<file path="config.mk">
export PLATFORM = sky130hd
export DESIGN_NAME = rtcia_device_flat
export DESIGN_NICKNAME = d
export VERILOG_FILES = /design/src/inc/rtcia_pkg.sv /design/src/inc/rtcia_if.sv /design/src/design/rtcia_device.sv /design/src/design/rtcia_alarm_cmp.sv /design/src/flat_wrapper.sv
export VERILOG_INCLUDE_DIRS = /design/src /design/src/inc
export SDC_FILE = /design/constraint.sdc
export NUM_CORES = 1
export LEC_CHECK = 0
export BUFFER_PORTS_ARGS = -buffer_cell sky130_fd_sc_hd__buf_4
export CAP_MARGIN = 10
export CORE_ASPECT_RATIO = 2
export CORE_UTILIZATION = 49
export DETAILED_ROUTE_END_ITERATION = 8
export PLACE_DENSITY = 0.9
export SYNTH_ARGS = -nofsm -noshare
export SYNTH_HDL_FRONTEND = slang
export SYNTH_SLANG_ARGS = --single-unit
</file>
<file path="constraint.sdc">
create_clock -name ref_clk -period 5.1 [get_ports ref_clk]
set_clock_uncertainty 0.05 [all_clocks]
set_input_delay 0.51 -clock ref_clk [delete_from_list [all_inputs] [get_ports ref_clk]]
set_output_delay 0.51 -clock ref_clk [all_outputs]
set_load 0.01 [all_outputs]
</file>
<file path="src/inc/rtcia_defines.svh">
// Purpose: constants for the rtc update and alarm interrupt block
// Assumes: 25 MHz ref_clk
// Notes:   header holds definitions only
`ifndef RTCIA_DEFINES_SVH
`define RTCIA_DEFINES_SVH

// ----------------------------------------------------------------
// update event select codes {hi, lo}
// ----------------------------------------------------------------
`define RTCIA_SEL_SEC      2'h0
`define RTCIA_SEL_MIN      2'h1
`define RTCIA_SEL_HOUR     2'h2
`define RTCIA_SEL_NONE     2'h3
`define RTCIA_SEL_RESET    2'h0

// ----------------------------------------------------------------
// alarm field layout inside each 8-bit match register
// ----------------------------------------------------------------
`define RTCIA_SKIP_BIT     7
`define RTCIA_MATCH_RESET  8'h80

// ----------------------------------------------------------------
// timing: auto release of the interrupt line
// ----------------------------------------------------------------
`define RTCIA_CLK_HZ       25000000
`define RTCIA_RELEASE_US   7812
`define RTCIA_RELEASE_CYC  ((`RTCIA_RELEASE_US * (`RTCIA_CLK_HZ / 1000000)))
`define RTCIA_RELEASE_W    18

`endif

</file>
<file path="src/inc/rtcia_pkg.sv">
// Purpose: shared types of the rtc update and alarm interrupt block
// Assumes: nothing
// Notes:   constants live in rtcia_defines.svh
package rtcia_pkg;

   // ----------------------------------------------------------------
   // types
   // ----------------------------------------------------------------
   typedef logic [1:0] rtcia_sel_t;   // update event select {hi, lo}
   typedef logic [7:0] rtcia_reg_t;   // one alarm match register

   // host sequencer states
   typedef enum logic [3:0] {
      RTCIA_H_IDLE  = 4'h1,
      RTCIA_H_SETUP = 4'h2,
      RTCIA_H_CLEAR = 4'h4,
      RTCIA_H_ARM   = 4'h8
   } rtcia_hstate_t;

endpackage

</file>
<file path="src/inc/rtcia_if.sv">
// Purpose: connection between the interrupt logic and its host
// Assumes: one clock domain
// Notes:   the open-drain line level is resolved here
interface rtcia_if;

   // ----------------------------------------------------------------
   // control and status pins written or read by the host
   // ----------------------------------------------------------------
   logic [1:0] update_sel;            // {update_sel_hi, update_sel_lo}
   logic       update_irq_enable;     // update interrupt enable
   logic       alarm_irq_enable;      // alarm interrupt enable
   logic       day_mode_select;       // 0 weekday mask, 1 day of month
   logic [7:0] alarm_second_match;    // skip, tens[2:0], units[3:0]
   logic [7:0] alarm_minute_match;    // skip, tens[2:0], units[3:0]
   logic [7:0] alarm_hour_match;      // skip, 0, tens[1:0], units[3:0]
   logic [7:0] alarm_day_match;       // skip, mask[6:0] or tens/units
   logic       update_flag_clear;     // one-cycle pulse: write 0 to flag
   logic       alarm_flag_clear;      // one-cycle pulse: write 0 to flag
   logic       update_flag;           // sticky update flag
   logic       alarm_flag;            // sticky alarm flag

   // ----------------------------------------------------------------
   // open-drain interrupt line
   // ----------------------------------------------------------------
   logic       irq_oe;                // device pulls low while high
   logic       irq_n;                 // resolved line level, pull-up

   assign irq_n = irq_oe ? 1'b0 : 1'b1;

   modport device (
      input  update_sel, update_irq_enable, alarm_irq_enable, day_mode_select,
      input  alarm_second_match, alarm_minute_match, alarm_hour_match, alarm_day_match,
      input  update_flag_clear, alarm_flag_clear,
      output update_flag, alarm_flag, irq_oe
   );

   modport host (
      output update_sel, update_irq_enable, alarm_irq_enable, day_mode_select,
      output alarm_second_match, alarm_minute_match, alarm_hour_match, alarm_day_match,
      output update_flag_clear, alarm_flag_clear,
      input  update_flag, alarm_flag, irq_n
   );

endinterface

</file>
<file path="src/design/rtcia_device.sv">
// Purpose: update and alarm interrupt logic of a real time clock
// Assumes: carries and BCD time arrive from logic on ref_clk
// Notes:   one open-drain active-low line shared by both sources
module rtcia_device (
   // clock and reset
   input  wire logic       ref_clk,
   input  wire logic       resetn,
   // host side
   rtcia_if.device         bus,
   // clock core carries, one-cycle pulses
   input  wire logic       sec_carry,
   input  wire logic       min_carry,
   input  wire logic       hour_carry,
   // clock core BCD time
   input  wire logic [6:0] cur_sec,
   input  wire logic [6:0] cur_min,
   input  wire logic [5:0] cur_hour,
   input  wire logic [6:0] cur_weekday,
   input  wire logic [5:0] cur_day,
   // status
   output logic            update_active,
   output logic            alarm_active
);
   import rtcia_pkg::*;
   `include "rtcia_defines.svh"

   localparam logic [`RTCIA_RELEASE_W-1:0] RELEASE_CYC = `RTCIA_RELEASE_W'(`RTCIA_RELEASE_CYC);

   logic                         alarm_match;  // compare result
   logic                         update_event; // selected carry this cycle
   logic                         alarm_event;  // match on a second carry
   logic                         update_flag;  // sticky update flag
   logic                         alarm_flag;   // sticky alarm flag
   logic                         update_drive; // update source holds line low
   logic [`RTCIA_RELEASE_W-1:0]  release_cnt;  // cycles of low drive so far
   logic                         irq_oe;       // line drive

   // ----------------------------------------------------------------
   // alarm compare
   // ----------------------------------------------------------------
   rtcia_alarm_cmp u_cmp (
      .sec_reg     (bus.alarm_second_match),
      .min_reg     (bus.alarm_minute_match),
      .hour_reg    (bus.alarm_hour_match),
      .day_reg     (bus.alarm_day_match),
      .day_mode    (bus.day_mode_select),
      .cur_sec     (cur_sec),
      .cur_min     (cur_min),
      .cur_hour    (cur_hour),
      .cur_weekday (cur_weekday),
      .cur_day     (cur_day),
      .match       (alarm_match)
   );

   // ----------------------------------------------------------------
   // event decode
   // ----------------------------------------------------------------
   always_comb begin
      unique case (bus.update_sel)
         `RTCIA_SEL_SEC:  update_event = sec_carry;
         `RTCIA_SEL_MIN:  update_event = min_carry;
         `RTCIA_SEL_HOUR: update_event = hour_carry;
         `RTCIA_SEL_NONE: update_event = 1'b0;
      endcase
      alarm_event = sec_carry && alarm_match;
   end

   // ----------------------------------------------------------------
   // update flag: set wins over clear
   // ----------------------------------------------------------------
   always_ff @(posedge ref_clk or negedge resetn) begin
      if (!resetn) begin
         update_flag <= 1'b0;
      end else if (update_event) begin
         update_flag <= 1'b1;
      end else if (bus.update_flag_clear) begin
         update_flag <= 1'b0;
      end
   end

   // ----------------------------------------------------------------
   // alarm flag: set wins over clear
   // ----------------------------------------------------------------
   always_ff @(posedge ref_clk or negedge resetn) begin
      if (!resetn) begin
         alarm_flag <= 1'b0;
      end else if (alarm_event) begin
         alarm_flag <= 1'b1;
      end else if (bus.alarm_flag_clear) begin
         alarm_flag <= 1'b0;
      end
   end

   // ----------------------------------------------------------------
   // update drive with auto release timer
   // ----------------------------------------------------------------
   always_ff @(posedge ref_clk or negedge resetn) begin
      if (!resetn) begin
         update_drive <= 1'b0;
         release_cnt  <= '0;
      end else if (update_event && bus.update_irq_enable) begin
         update_drive <= 1'b1;
         release_cnt  <= '0;
      end else if (!bus.update_irq_enable || bus.update_flag_clear) begin
         update_drive <= 1'b0;
         release_cnt  <= '0;
      end else if (update_drive) begin
         if (release_cnt == RELEASE_CYC - 1'b1) begin
            update_drive <= 1'b0;
            release_cnt  <= '0;
         end else begin
            release_cnt  <= release_cnt + 1'b1;
         end
      end
   end

   // ----------------------------------------------------------------
   // shared open-drain line, registered
   // ----------------------------------------------------------------
   always_ff @(posedge ref_clk or negedge resetn) begin
      if (!resetn) begin
         irq_oe <= 1'b0;
      end else begin
         irq_oe <= (update_drive && bus.update_irq_enable && !bus.update_flag_clear)
                || (alarm_flag && bus.alarm_irq_enable && !bus.alarm_flag_clear);
      end
   end

   // ----------------------------------------------------------------
   // status outputs
   // ----------------------------------------------------------------
   always_ff @(posedge ref_clk or negedge resetn) begin
      if (!resetn) begin
         update_active <= 1'b0;
         alarm_active  <= 1'b0;
      end else begin
         update_active <= update_drive;
         alarm_active  <= alarm_flag && bus.alarm_irq_enable;
      end
   end

   assign bus.update_flag = update_flag;
   assign bus.alarm_flag  = alarm_flag;
   assign bus.irq_oe      = irq_oe;

endmodule

</file>
<file path="src/design/rtcia_alarm_cmp.sv">
// Purpose: combinational alarm compare of BCD time against match fields
// Assumes: time inputs are BCD from the clock core
// Notes:   used by the device end, evaluated on each second carry
module rtcia_alarm_cmp (
   // match registers
   input  wire logic [7:0] sec_reg,
   input  wire logic [7:0] min_reg,
   input  wire logic [7:0] hour_reg,
   input  wire logic [7:0] day_reg,
   input  wire logic       day_mode,
   // current time
   input  wire logic [6:0] cur_sec,
   input  wire logic [6:0] cur_min,
   input  wire logic [5:0] cur_hour,
   input  wire logic [6:0] cur_weekday,
   input  wire logic [5:0] cur_day,
   // result
   output logic            match
);
   import rtcia_pkg::*;
   `include "rtcia_defines.svh"

   logic sec_ok;   // second field matches or skipped
   logic min_ok;   // minute field matches or skipped
   logic hour_ok;  // hour field matches or skipped
   logic day_ok;   // day field matches or skipped

   // ----------------------------------------------------------------
   // per-field compare, skip bit forces a pass
   // ----------------------------------------------------------------
   always_comb begin
      sec_ok  = sec_reg[`RTCIA_SKIP_BIT] || (sec_reg[6:0] == cur_sec);
      min_ok  = min_reg[`RTCIA_SKIP_BIT] || (min_reg[6:0] == cur_min);
      hour_ok = hour_reg[`RTCIA_SKIP_BIT] || (hour_reg[5:0] == cur_hour);
      if (day_reg[`RTCIA_SKIP_BIT]) begin
         day_ok = 1'b1;
      end else if (day_mode) begin
         day_ok = (day_reg[5:0] == cur_day);
      end else begin
         day_ok = |(day_reg[6:0] & cur_weekday);
      end
      match = sec_ok && min_ok && hour_ok && day_ok;
   end

endmodule

</file>
<file path="src/flat_wrapper.sv">
// flat-port wrapper written by rule: the top's interface ports become plain ports
module rtcia_device_flat import rtcia_pkg::*;
  (ref_clk, resetn, sec_carry, min_carry, hour_carry, cur_sec, cur_min, cur_hour, cur_weekday, cur_day, update_active, alarm_active, bus_update_sel, bus_update_irq_enable, bus_alarm_irq_enable, bus_day_mode_select, bus_alarm_second_match, bus_alarm_minute_match, bus_alarm_hour_match, bus_alarm_day_match, bus_update_flag_clear, bus_alarm_flag_clear, bus_update_flag, bus_alarm_flag, bus_irq_oe);
  rtcia_if bus_i ();
  input  wire logic ref_clk;
  input  wire logic resetn;
  input  wire logic sec_carry;
  input  wire logic min_carry;
  input  wire logic hour_carry;
  input  wire logic [6:0] cur_sec;
  input  wire logic [6:0] cur_min;
  input  wire logic [5:0] cur_hour;
  input  wire logic [6:0] cur_weekday;
  input  wire logic [5:0] cur_day;
  output logic update_active;
  output logic alarm_active;
  input wire logic [$bits(bus_i.update_sel)-1:0] bus_update_sel;
  input wire logic [$bits(bus_i.update_irq_enable)-1:0] bus_update_irq_enable;
  input wire logic [$bits(bus_i.alarm_irq_enable)-1:0] bus_alarm_irq_enable;
  input wire logic [$bits(bus_i.day_mode_select)-1:0] bus_day_mode_select;
  input wire logic [$bits(bus_i.alarm_second_match)-1:0] bus_alarm_second_match;
  input wire logic [$bits(bus_i.alarm_minute_match)-1:0] bus_alarm_minute_match;
  input wire logic [$bits(bus_i.alarm_hour_match)-1:0] bus_alarm_hour_match;
  input wire logic [$bits(bus_i.alarm_day_match)-1:0] bus_alarm_day_match;
  input wire logic [$bits(bus_i.update_flag_clear)-1:0] bus_update_flag_clear;
  input wire logic [$bits(bus_i.alarm_flag_clear)-1:0] bus_alarm_flag_clear;
  output wire logic [$bits(bus_i.update_flag)-1:0] bus_update_flag;
  output wire logic [$bits(bus_i.alarm_flag)-1:0] bus_alarm_flag;
  output wire logic [$bits(bus_i.irq_oe)-1:0] bus_irq_oe;
  assign bus_i.update_sel = bus_update_sel;
  assign bus_i.update_irq_enable = bus_update_irq_enable;
  assign bus_i.alarm_irq_enable = bus_alarm_irq_enable;
  assign bus_i.day_mode_select = bus_day_mode_select;
  assign bus_i.alarm_second_match = bus_alarm_second_match;
  assign bus_i.alarm_minute_match = bus_alarm_minute_match;
  assign bus_i.alarm_hour_match = bus_alarm_hour_match;
  assign bus_i.alarm_day_match = bus_alarm_day_match;
  assign bus_i.update_flag_clear = bus_update_flag_clear;
  assign bus_i.alarm_flag_clear = bus_alarm_flag_clear;
  assign bus_update_flag = bus_i.update_flag;
  assign bus_alarm_flag = bus_i.alarm_flag;
  assign bus_irq_oe = bus_i.irq_oe;
  rtcia_device u_core (.ref_clk(ref_clk), .resetn(resetn), .bus(bus_i), .sec_carry(sec_carry), .min_carry(min_carry), .hour_carry(hour_carry), .cur_sec(cur_sec), .cur_min(cur_min), .cur_hour(cur_hour), .cur_weekday(cur_weekday), .cur_day(cur_day), .update_active(update_active), .alarm_active(alarm_active));
endmodule
</file>
==> results of run 1 <==
==> state kept, by name, indices dropped and copies added (netlist names) <==
name,cells
u_core.alarm_active,1
u_core.bus.alarm_flag,1
u_core.bus.irq_oe,1
u_core.bus.update_flag,1
u_core.release_cnt,18
u_core.update_active,1
u_core.update_drive,1
==> per-stage QoR <==
| stage | std cells | hold WS (ns) |
|---|---|---|
| 2_1_floorplan | 173 | 0.164 |
| 3_3_place_gp | 279 | 0.371 |
| 3_5_place_dp | 279 | 0.371 |
| 4_1_cts | 282 | 0.0881 |
| 5_1_grt | 282 | 0.0995 |
| 6_report | 282 | 0.0777 |
==> layout make-up <==
| cell class | instances | area share (%) |
|---|---|---|
| multi-input combinational | 139 | 42.8 |
| timing repair buffer | 80 | 26.4 |
| inverter | 5 | 0.825 |
| tap | 31 | 1.71 |
| sequential | 24 | 26.4 |
| clock buffer | 3 | 1.82 |
==> worst max path at each step <==
stage | startpoint | end | slack [ns] | depth (start not counted)
2_1_floorplan | bus_update_sel[0] | u_core.release_cnt[7] | 3.22 | 6
3_3_place_gp | bus_update_sel[0] | u_core.release_cnt[17] | 2.80 | 6
3_5_place_dp | bus_update_sel[0] | u_core.release_cnt[17] | 2.76 | 6
4_1_cts | u_core.release_cnt[0] | u_core.release_cnt[5] | 2.93 | 6
5_1_grt | u_core.release_cnt[0] | u_core.release_cnt[5] | 2.75 | 6
6_report | u_core.release_cnt[4] | u_core.release_cnt[5] | 2.93 | 5
==> logic make-up (layout without fill, tap and decap cells) <==
kind of cell,Yosys count,in the layout,synth area share (%)
simple gates,64,64,23.3
compound gates,41,41,17.8
xor+xnor,30,30,16.1
flops,24,24,36.8
buf+inv,10,88,3.38
mux,3,3,1.84
fa+ha+maj,1,1,0.767
==> where the power goes <==
part | switching (mW) | leakage (nW) | internal [mW]
sequential | 0.00431 | 0.330 | 0.194
clock | 0.0563 | 0.0216 | 0.0528
combinational | 0.0402 | 0.731 | 0.0610
==> cell usage in the layout, fill, tap and decap left out, types with 3 or more instances in the layout <==
master,n
a21o_1,7
nor2_1,8
dfrtp_1,24
a22o_1,3
nand2_1,12
nand3_1,7
mux2i_1,3
inv_1,5
and3_1,4
a31oi_1,3
xnor2_1,15
o21ai_0,4
o21ai_1,8
nor4_1,4
clkbuf_8,3
xor2_1,15
buf_4,80
nor3_1,5
nand4_1,9
==> synth_stat cells (5+ instances only) <==
| cell type | instances |
|---|---|
| a21o_1 | 7 |
| dfrtp_1 | 24 |
| inv_1 | 5 |
| nand2_1 | 12 |
| nand3_1 | 7 |
| nand4_1 | 9 |
| nor2_1 | 8 |
| nor3_1 | 5 |
| o21ai_1 | 8 |
| xnor2_1 | 15 |
| xor2_1 | 15 |
==> routing by layer <==
layer	routed length (microns)	global-route usage (%)
met4	65	9.09
met3	180	2.60
met5	0	0
met2	2520	50.6
met1	1370	23.5
==> metrics, run 1 <==
router iterations before antenna repair=5; power per cell area=180 nW/um^2; Root Buffer Master=clkbuf_8; Crit Path Class=flip-flop to flip-flop; Critical path buffers and inverters=0; Hold Fails Final Rpt=0; vias in the first global route=1736; startpoint types=flip-flop; Starting Density=51.6%; Final WS setup=2.93 ns; drt first-iter violations=45; cell taking the most area after synthesis=dfrtp_1; H-tree levels=1; vias post-DR=1651; # clock sinks=24; Clk Latency, worst-skew pair=0.26 ns; Slew @ Worst Pin=0.808 ns; port bufs=80; Synth Cell Area=1630 sq um; worst-path maximum fanout=11; CP max-delay cell=or4b_4; TritonCTS buffer count=3; Yosys warning count=0; crit path cell chain=or4b_4 > nor4_4 > a21o_1 > o21ai_1 > a21bo_1; Max transition margin=45.9%; Worst EP required=5.21 ns; RR Endpoint=u_core.release_cnt[5]; Yosys top cell area share=36.8%; Pwr Total=409 uW; Die X=42.8 microns; Final period util=42.5%; placed cell area=2230 sq um; layout cell share with drive strength beyond 1=35.9%; Leak Pwr=1.08 nW; worst ir drop on vdd=125 uV; CTS tree=built; outcome=completed; RSZ-0062 raised after global routing=no; final instance area=2270 sq um; pin count of the biggest net entering global routing=25; flop2flop setup slack=2.93 ns; drt drc=0; clock-pin slew on the worst setup and hold paths=0.08 ns; # Max-Cap Violations=0; count of different cell masters after synthesis=47; count of final setup violators=0; first-pass GRT wire length=7030 microns; antenna violations before repair=0; Post-Route WL=4140 microns; Arr. time, crit path=2.28 ns; crit end category=flip-flop; Cell Rows=29; Post-Route Utilization=72.1%; CTS max path bufs=2; gpl congestion=0.852; predominant post-synthesis flop cell=dfrtp_1; hpwl dp=3510 microns; syn nets=251; Final Max Slew Viols=0; min-delay worst type=primary input to asynchronous set/reset pin; Seq cells post-synth=24; die area=3580 sq um; CP max stage delay=0.55 ns; Peak Freq=461 MHz; die height=83.6 microns; fill count=257; nets=331; antenna cells=0; cells after synthesis=173; core box area=3160 sq um; Routed Antenna Nets=0; post-CTS setup buffer count=0; drt via density=5.85; Top-Level Pins=82; Fin Setup TNS=0 ns; WL/cell=14.7 microns; Multi-input gate area=975 sq um; Seq/Total Area, Yosys=36.8%; r2r startpoint=u_core.release_cnt[4]; pre-CTS WS=2.76 ns; gr usage total=25.0%; Reg area=601 sq um; family with the most delay on the worst path=simple AND/OR/NAND/NOR gates; Reg2Reg Depth=5; minimum clock period=2.17 ns; async set or reset register ratio after synthesis=100%; global route overflow=0; post_cts resized=0; EDFF count, synth=0; Area Growth Syn to Fin=39.5%; largest cells by area after synthesis=dfrtp_1 37%, xnor2_1 8.1%, xor2_1 8.1%; mean post-synth cell area=9.42 sq um; Hold Buf Count CTS=0
Note: power is estimated with default switching activity, not from simulation.
==> run 2, diff against run 1 <==
Settings changed: ABC_AREA from default to 1, CORE_UTILIZATION 49 to 48, PLACE_DENSITY 0.9 to 0.86.
Clock period 5.1 ns to 2.2 ns, I/O delays scaled along.
==> metrics, run 2 <==
outcome=completed; pin count of the biggest net entering global routing=25 (unchanged); CTS max path bufs=2 (unchanged); most used cell, CP=nand3_1; drt drc=0 (unchanged); RSZ-0062 raised after global routing=no; dpl cells=435 (+56%); nets=470 (+42%); port bufs=80 (unchanged); Starting Density=50.6% (-1.0 points); min-delay worst type=primary input to flip-flop; Arr. time, crit path=1.94 ns (-0.34 ns); count leader, synth=nand2_1; predominant post-synthesis flop cell=dfrtp_1; count of final setup violators=0 (unchanged); die area=4150 sq um (+16%); gpl congestion=0.869 (+2.0%); DR top layer=met4; fill count=347 (+35%); drt first-iter violations=40 (-11%); DR WL met3=192 microns (+6.7%); Routed met1 length=1560 microns (+14%); drt via density=4.79 (-18%); clock-pin slew on the worst setup and hold paths=0.08 ns (about the same); Peak Freq=554 MHz (+20%); Worst EP required=2.34 ns (-2.87 ns); compound-cell area share of the yosys netlist=5.03% (-13 points); commonest non-fill, non-tap cell in the layout=nand2_1; Simple-Gate Fraction of Synth Area=43.3% (+20 points); Non-Filler Instances=439 (+56%); minimum clock period=1.80 ns (-0.365 ns); Area Growth Syn to Fin=37.2%; worst ir drop on vdd=250 uV (+99%); cells after synthesis=308 (+78%); Crit Path Class=flip-flop to flip-flop; Slew @ Worst Pin=0.414 ns (-0.394 ns); power per cell area=369 nW/um^2 (+110%); crit path cell chain=ha_1 > nand4_1 > nor2_1 > nand3_1 > nand3_1 > nand2_1 > inv_1 > a21oi_1; mean post-synth cell area=6.06 sq um (-36%); Root Buffer Master=clkbuf_8; XOR/XNOR share of the synthesized area=5.16% (-11 points); family with the most delay on the worst path=simple AND/OR/NAND/NOR gates; final instance area=2560 sq um (+13%); CP max-delay cell=dfrtp_1; Synth Cell Area=1870 sq um (+14%); antenna cells=0 (unchanged); router iterations before antenna repair=4 (-1); CP max stage delay=0.41 ns (-0.14 ns); Fin Setup TNS=0 ns (unchanged); # clock sinks=24 (unchanged); first-pass GRT wire length=7690 microns (+9.3%); global route overflow=0 (unchanged); Synth Area in Adders=0.671% (-0.097 points); post-synthesis mux area share=0% (-1.8 points); Seq/Total Area, Yosys=32.2% (-4.6 points); placed cell area=2510 sq um (+12%); syn nets=386 (+54%); Pwr Total=944 uW (+130%); post-CTS setup buffer count=0 (unchanged); vias post-DR=2105 (+27%); Final period util=82.0% (+39 points); Yosys warning count=0 (unchanged); Leak Pwr=1.46 nW (+35%); # Max-Cap Violations=0 (unchanged); Die X=46.1 microns (+7.7%); CTS tree=built; Largest Register=u_core.release_cnt; Hold Fails Final Rpt=0 (unchanged); core box area=3680 sq um (+17%); Post-synth top cells=101 x nand2_1, 60 x inv_1, 52 x nor2_1; startpoint types=flip-flop; cell taking the most area after synthesis=dfrtp_1; async set or reset register ratio after synthesis=100% (unchanged); H-tree levels=1 (unchanged); commonest cells after routing, fill and taps aside=101 x nand2_1, 81 x buf_4, 60 x inv_1; WL/cell=10.3 microns (-30%); largest family of logic cells by synthesized area=simple AND/OR/NAND/NOR gates; post_cts resized=0 (unchanged); EDFF count, synth=0 (unchanged); TritonCTS buffer count=3 (unchanged); count of different cell masters after synthesis=26 (-45%); Clk Latency, worst-skew pair=0.26 ns (about the same); Critical path buffers and inverters=1 (+1); max reg flops=18 (unchanged); Top-Level Pins=82 (unchanged); routed wl met2=2670 microns (+5.8%); hpwl dp=3920 microns (+12%); Final Max Slew Viols=0 (unchanged); gr usage total=24.2% (-0.83 points); Yosys top cell area share=32.2% (-4.6 points); crit end category=flip-flop; vias in the first global route=2062 (+19%); Cell Rows=31 (+6.9%); Routed Antenna Nets=0 (unchanged); Hold Buf Count CTS=1 (+1); layout cell share with drive strength beyond 1=24.1% (-12 points); die height=90.2 microns (+7.9%); Post-Route WL=4520 microns (+9.3%); largest cells by area after synthesis=dfrtp_1 32%, nand2_1 20%, inv_1 12%; Seq cells post-synth=24 (unchanged); worst-path maximum fanout=11 (unchanged); antenna violations before repair=0 (unchanged); worst hold margin=0.104 ns (+0.0262 ns); Max transition margin=72.3% (+26 points)
## run 2: cell count changes after synthesis, moves of 9 or more
cell,delta
xor2_1,-9
nor2_1,+44
nand2_1,+89
inv_1,+55
xnor2_1,-10
nand3_1,+9
## run 2: path summary, 6_finish.rpt
check | from | to | slack, ns | cells after the start
min in group asynchronous | resetn | u_core.release_cnt[4] | 0.34 | 2
max in group asynchronous | resetn | u_core.release_cnt[10] | 1.52 | 2
min reg2reg | u_core.update_drive | u_core.update_active | 0.41 | 0
min | bus_alarm_flag_clear | u_core.bus.irq_oe | 0.10 | 2
max | u_core.release_cnt[0] | u_core.release_cnt[13] | 0.40 | 8
max reg2reg | u_core.release_cnt[0] | u_core.release_cnt[13] | 0.40 | 8
## run 2: final cells by class
type	instances	area [sq um]	share of cell area (%)
multi-input combinational	220	1010	39.4
timing repair buffer	82	618	24.1
sequential	24	601	23.5
inverter	61	229	8.94
tap	49	61.3	2.39
clock buffer	3	41.3	1.61
## run 2: cell families after synthesis
kind of cell / Yosys count
AND/OR/NAND/NOR: 190
flip-flops: 24
adder cells (fa/ha/maj): 1
AO/OA/AOI/OAI: 18
XOR/XNOR: 11
buffers and inverters: 64
## run 2: per-stage QoR
| stage | worst slack [ns] | util [%] |
|---|---|---|
| 2_1_floorplan | 0.804 | - |
| 3_3_place_gp | 0.444 | 68.1 |
| 3_5_place_dp | 0.417 | 68.1 |
| 4_1_cts | 0.399 | 69.5 |
| 5_1_grt | 0.178 | 69.5 |
| 6_report | 0.396 | 69.5 |
## run 2: power breakdown
part / leakage, nW / switching [mW] / internal (mW) / total [mW]
Combinational: 1.11 / 0.107 / 0.136 / 0.244
Sequential: 0.330 / 0.00588 / 0.449 / 0.455
Clock: 0.0216 / 0.123 / 0.122 / 0.245
## run 2: per-layer routing
layer,track usage (%),vias up
met1,23.6,939
met3,2.01,8
met5,0,-
li1,-,1088
met2,46.6,70
met4,9.31,0
==> run 3, diff against run 2 <==
Clock period 2.2 ns to 1.7 ns, I/O delays scaled along.
==> metrics, run 3 (synthesis results as in run 2) <==
outcome=completed; Final period util=94.0% (+12 points); worst-path maximum fanout=7 (-4); Leak Pwr=1.49 nW (+1.7%); pin count of the biggest net entering global routing=25 (unchanged); gr usage total=23.7% (-0.44 points); count of final setup violators=0 (unchanged); Peak Freq=626 MHz (+13%); stages on the worst setup path=9 (+1); Final Max Slew Viols=0 (unchanged); antenna violations before repair=0 (unchanged); Hold Startpoint=bus_alarm_flag_clear; Slew @ Worst Pin=0.303 ns (-0.112 ns); Die X=46.1 microns (unchanged); Reg area=601 sq um (unchanged); Non-Filler Instances=444 (+1.1%); Top-Level Pins=82 (unchanged); crit path to=u_core.release_cnt[5]; crit path cell chain=ha_2 > nand4_1 > nor2_1 > nand3_1 > nand3_2 > nand2_2 > buf_4 > o21ai_0 > nor2_1; Cell Rows=31 (unchanged); # clock sinks=24 (unchanged); RR Endpoint=u_core.release_cnt[5]; Post-Route Utilization=71.1% (+1.6 points); Arr. time, crit path=1.70 ns (-0.24 ns); Clk Latency, worst-skew pair=0.27 ns (about the same); family with the most delay on the worst path=simple AND/OR/NAND/NOR gates; router iterations before antenna repair=4 (unchanged); flop2flop setup slack=0.10 ns (-0.29 ns); commonest cells after routing, fill and taps aside=100 x nand2_1, 85 x buf_4, 60 x inv_1; first-pass GRT wire length=7530 microns (-2.0%); Hold Fails Final Rpt=0 (unchanged); Starting Density=50.6% (unchanged); startpoint types=flip-flop; Critical path buffers and inverters=1 (unchanged); final instance area=2620 sq um (+2.3%); most used cell, CP=nor2_1; internal power=972 uW (+37%); CTS tree=built; WL/cell=10.3 microns (+0.34%); dpl cells=438 (+0.69%); TritonCTS buffer count=3 (unchanged); r2r startpoint=u_core.release_cnt[0]; Area Growth Syn to Fin=40.4%; Post-Route WL=4590 microns (+1.5%); crit path from=u_core.release_cnt[0]; Worst EP required=1.81 ns (-0.53 ns); layout cell share with drive strength beyond 1=26.3% (+2.2 points); Net Switching=329 uW (+39%); H-tree levels=1 (unchanged); antenna cells=0 (unchanged); max reg flops=18 (unchanged); worst ir drop on vdd=331 uV (+32%); die area=4150 sq um (unchanged); # Max-Cap Violations=0 (unchanged); min-delay worst type=primary input to flip-flop; Max transition margin=79.8% (+7.5 points); Reg2Reg Depth=9 (+1); vias post-DR=2134 (+1.4%); Pwr Total=1.30 mW (+38%); RSZ-0062 raised after global routing=yes; Final WS setup=0.101 ns (-0.295 ns); crit end category=flip-flop; die height=90.2 microns (unchanged); Clk pwr share=29.7% (+3.7 points); port bufs=80 (unchanged); clock-pin slew on the worst setup and hold paths=0.09 ns (about the same); CTS max path bufs=2 (unchanged); hpwl dp=3910 microns (-0.29%); Reg power frac=45.2% (-3.0 points); drt first-iter violations=51 (+28%); CP max-delay cell=dfrtp_1; fill count=323 (-6.9%); commonest non-fill, non-tap cell in the layout=nand2_1; placed cell area=2530 sq um (+0.90%); core box area=3680 sq um (unchanged); Root Buffer Master=clkbuf_8; Routed Antenna Nets=0 (unchanged); drt via density=4.81 (+0.24%); switch share=25.3% (+0.26 points); Largest Register=u_core.release_cnt; Comb power frac=25.0% (-0.8 points); drt drc=0 (unchanged); power per cell area=497 nW/um^2 (+35%); CP max stage delay=0.39 ns (-0.02 ns); Crit Path Class=flip-flop to flip-flop; gpl congestion=0.845 (-2.7%); minimum clock period=1.60 ns (-0.205 ns); Multi-input gate area=1020 sq um (+1.5%); nets=474 (+0.85%); global route overflow=0 (unchanged); vias in the first global route=2031 (-1.5%); pre-CTS WS=0.0316 ns (-0.385 ns)
-- run 3: stage by stage --
stage	hold WS [ns]	setup TNS, ns
2_1_floorplan	-0.176	0
3_3_place_gp	0.0363	0
6_report	0.0520	0
3_5_place_dp	0.0350	0
4_1_cts	0.0557	0
5_1_grt	0.0543	-0.0443
-- run 3: routing by layer --
layer | GRT usage (%) | routed length, microns | up-vias
li1 | - | - | 1095
met1 | 21.5 | 1550 | 957
met2 | 46.6 | 2690 | 74
met3 | 3.21 | 246 | 8
met4 | 9.07 | 107 | 0
met5 | 0 | 0 | -
-- run 3: worst reg2reg max path: cells and delay by family (launching register included) --
| family | cells | cell delay [ns] |
|---|---|---|
| AND/OR/NAND/NOR | 6 | 0.58 |
| flip-flops | 1 | 0.39 |
| adder cells (fa/ha/maj) | 1 | 0.21 |
| buffers and inverters | 1 | 0.19 |
| AO/OA/AOI/OAI | 1 | 0.08 |
-- run 3: area by class of cell --
cell class | count | area share, %
multi-input cells | 220 | 39.1
inverters | 61 | 8.74
well taps | 49 | 2.34
repair buffers | 86 | 24.7
flip-flops and latches | 24 | 22.9
clock buffers | 4 | 2.10
-- run 3: worst min path at each step --
stage          slack, ns  cells after the start                      to
2_1_floorplan      -0.18                      0     u_core.alarm_active
3_3_place_gp        0.04                      1   u_core.release_cnt[5]
3_5_place_dp        0.04                      1   u_core.release_cnt[3]
4_1_cts             0.06                      2       u_core.bus.irq_oe
5_1_grt             0.05                      2  u_core.bus.update_flag
6_report            0.05                      2       u_core.bus.irq_oe
-- run 3: power groups by stage --
stage / registers, mW / logic [mW] / clock network [mW]
after floorplan: 0.603 / 0.125 / 0
after global placement: 0.600 / 0.316 / 0
after detailed placement: 0.600 / 0.323 / 0
after CTS: 0.589 / 0.326 / 0.390
after global routing: 0.590 / 0.363 / 0.412
final: 0.589 / 0.326 / 0.387
-- run 3: what timing repair did --
item | 4_1_cts | 5_1_grt
endpoints found under the setup margin | 0 | 14
resized for setup | 0 | 5
hold buffers | 1 | 0
setup buffers | 0 | 1
hold endpoints to repair | 24 | 0
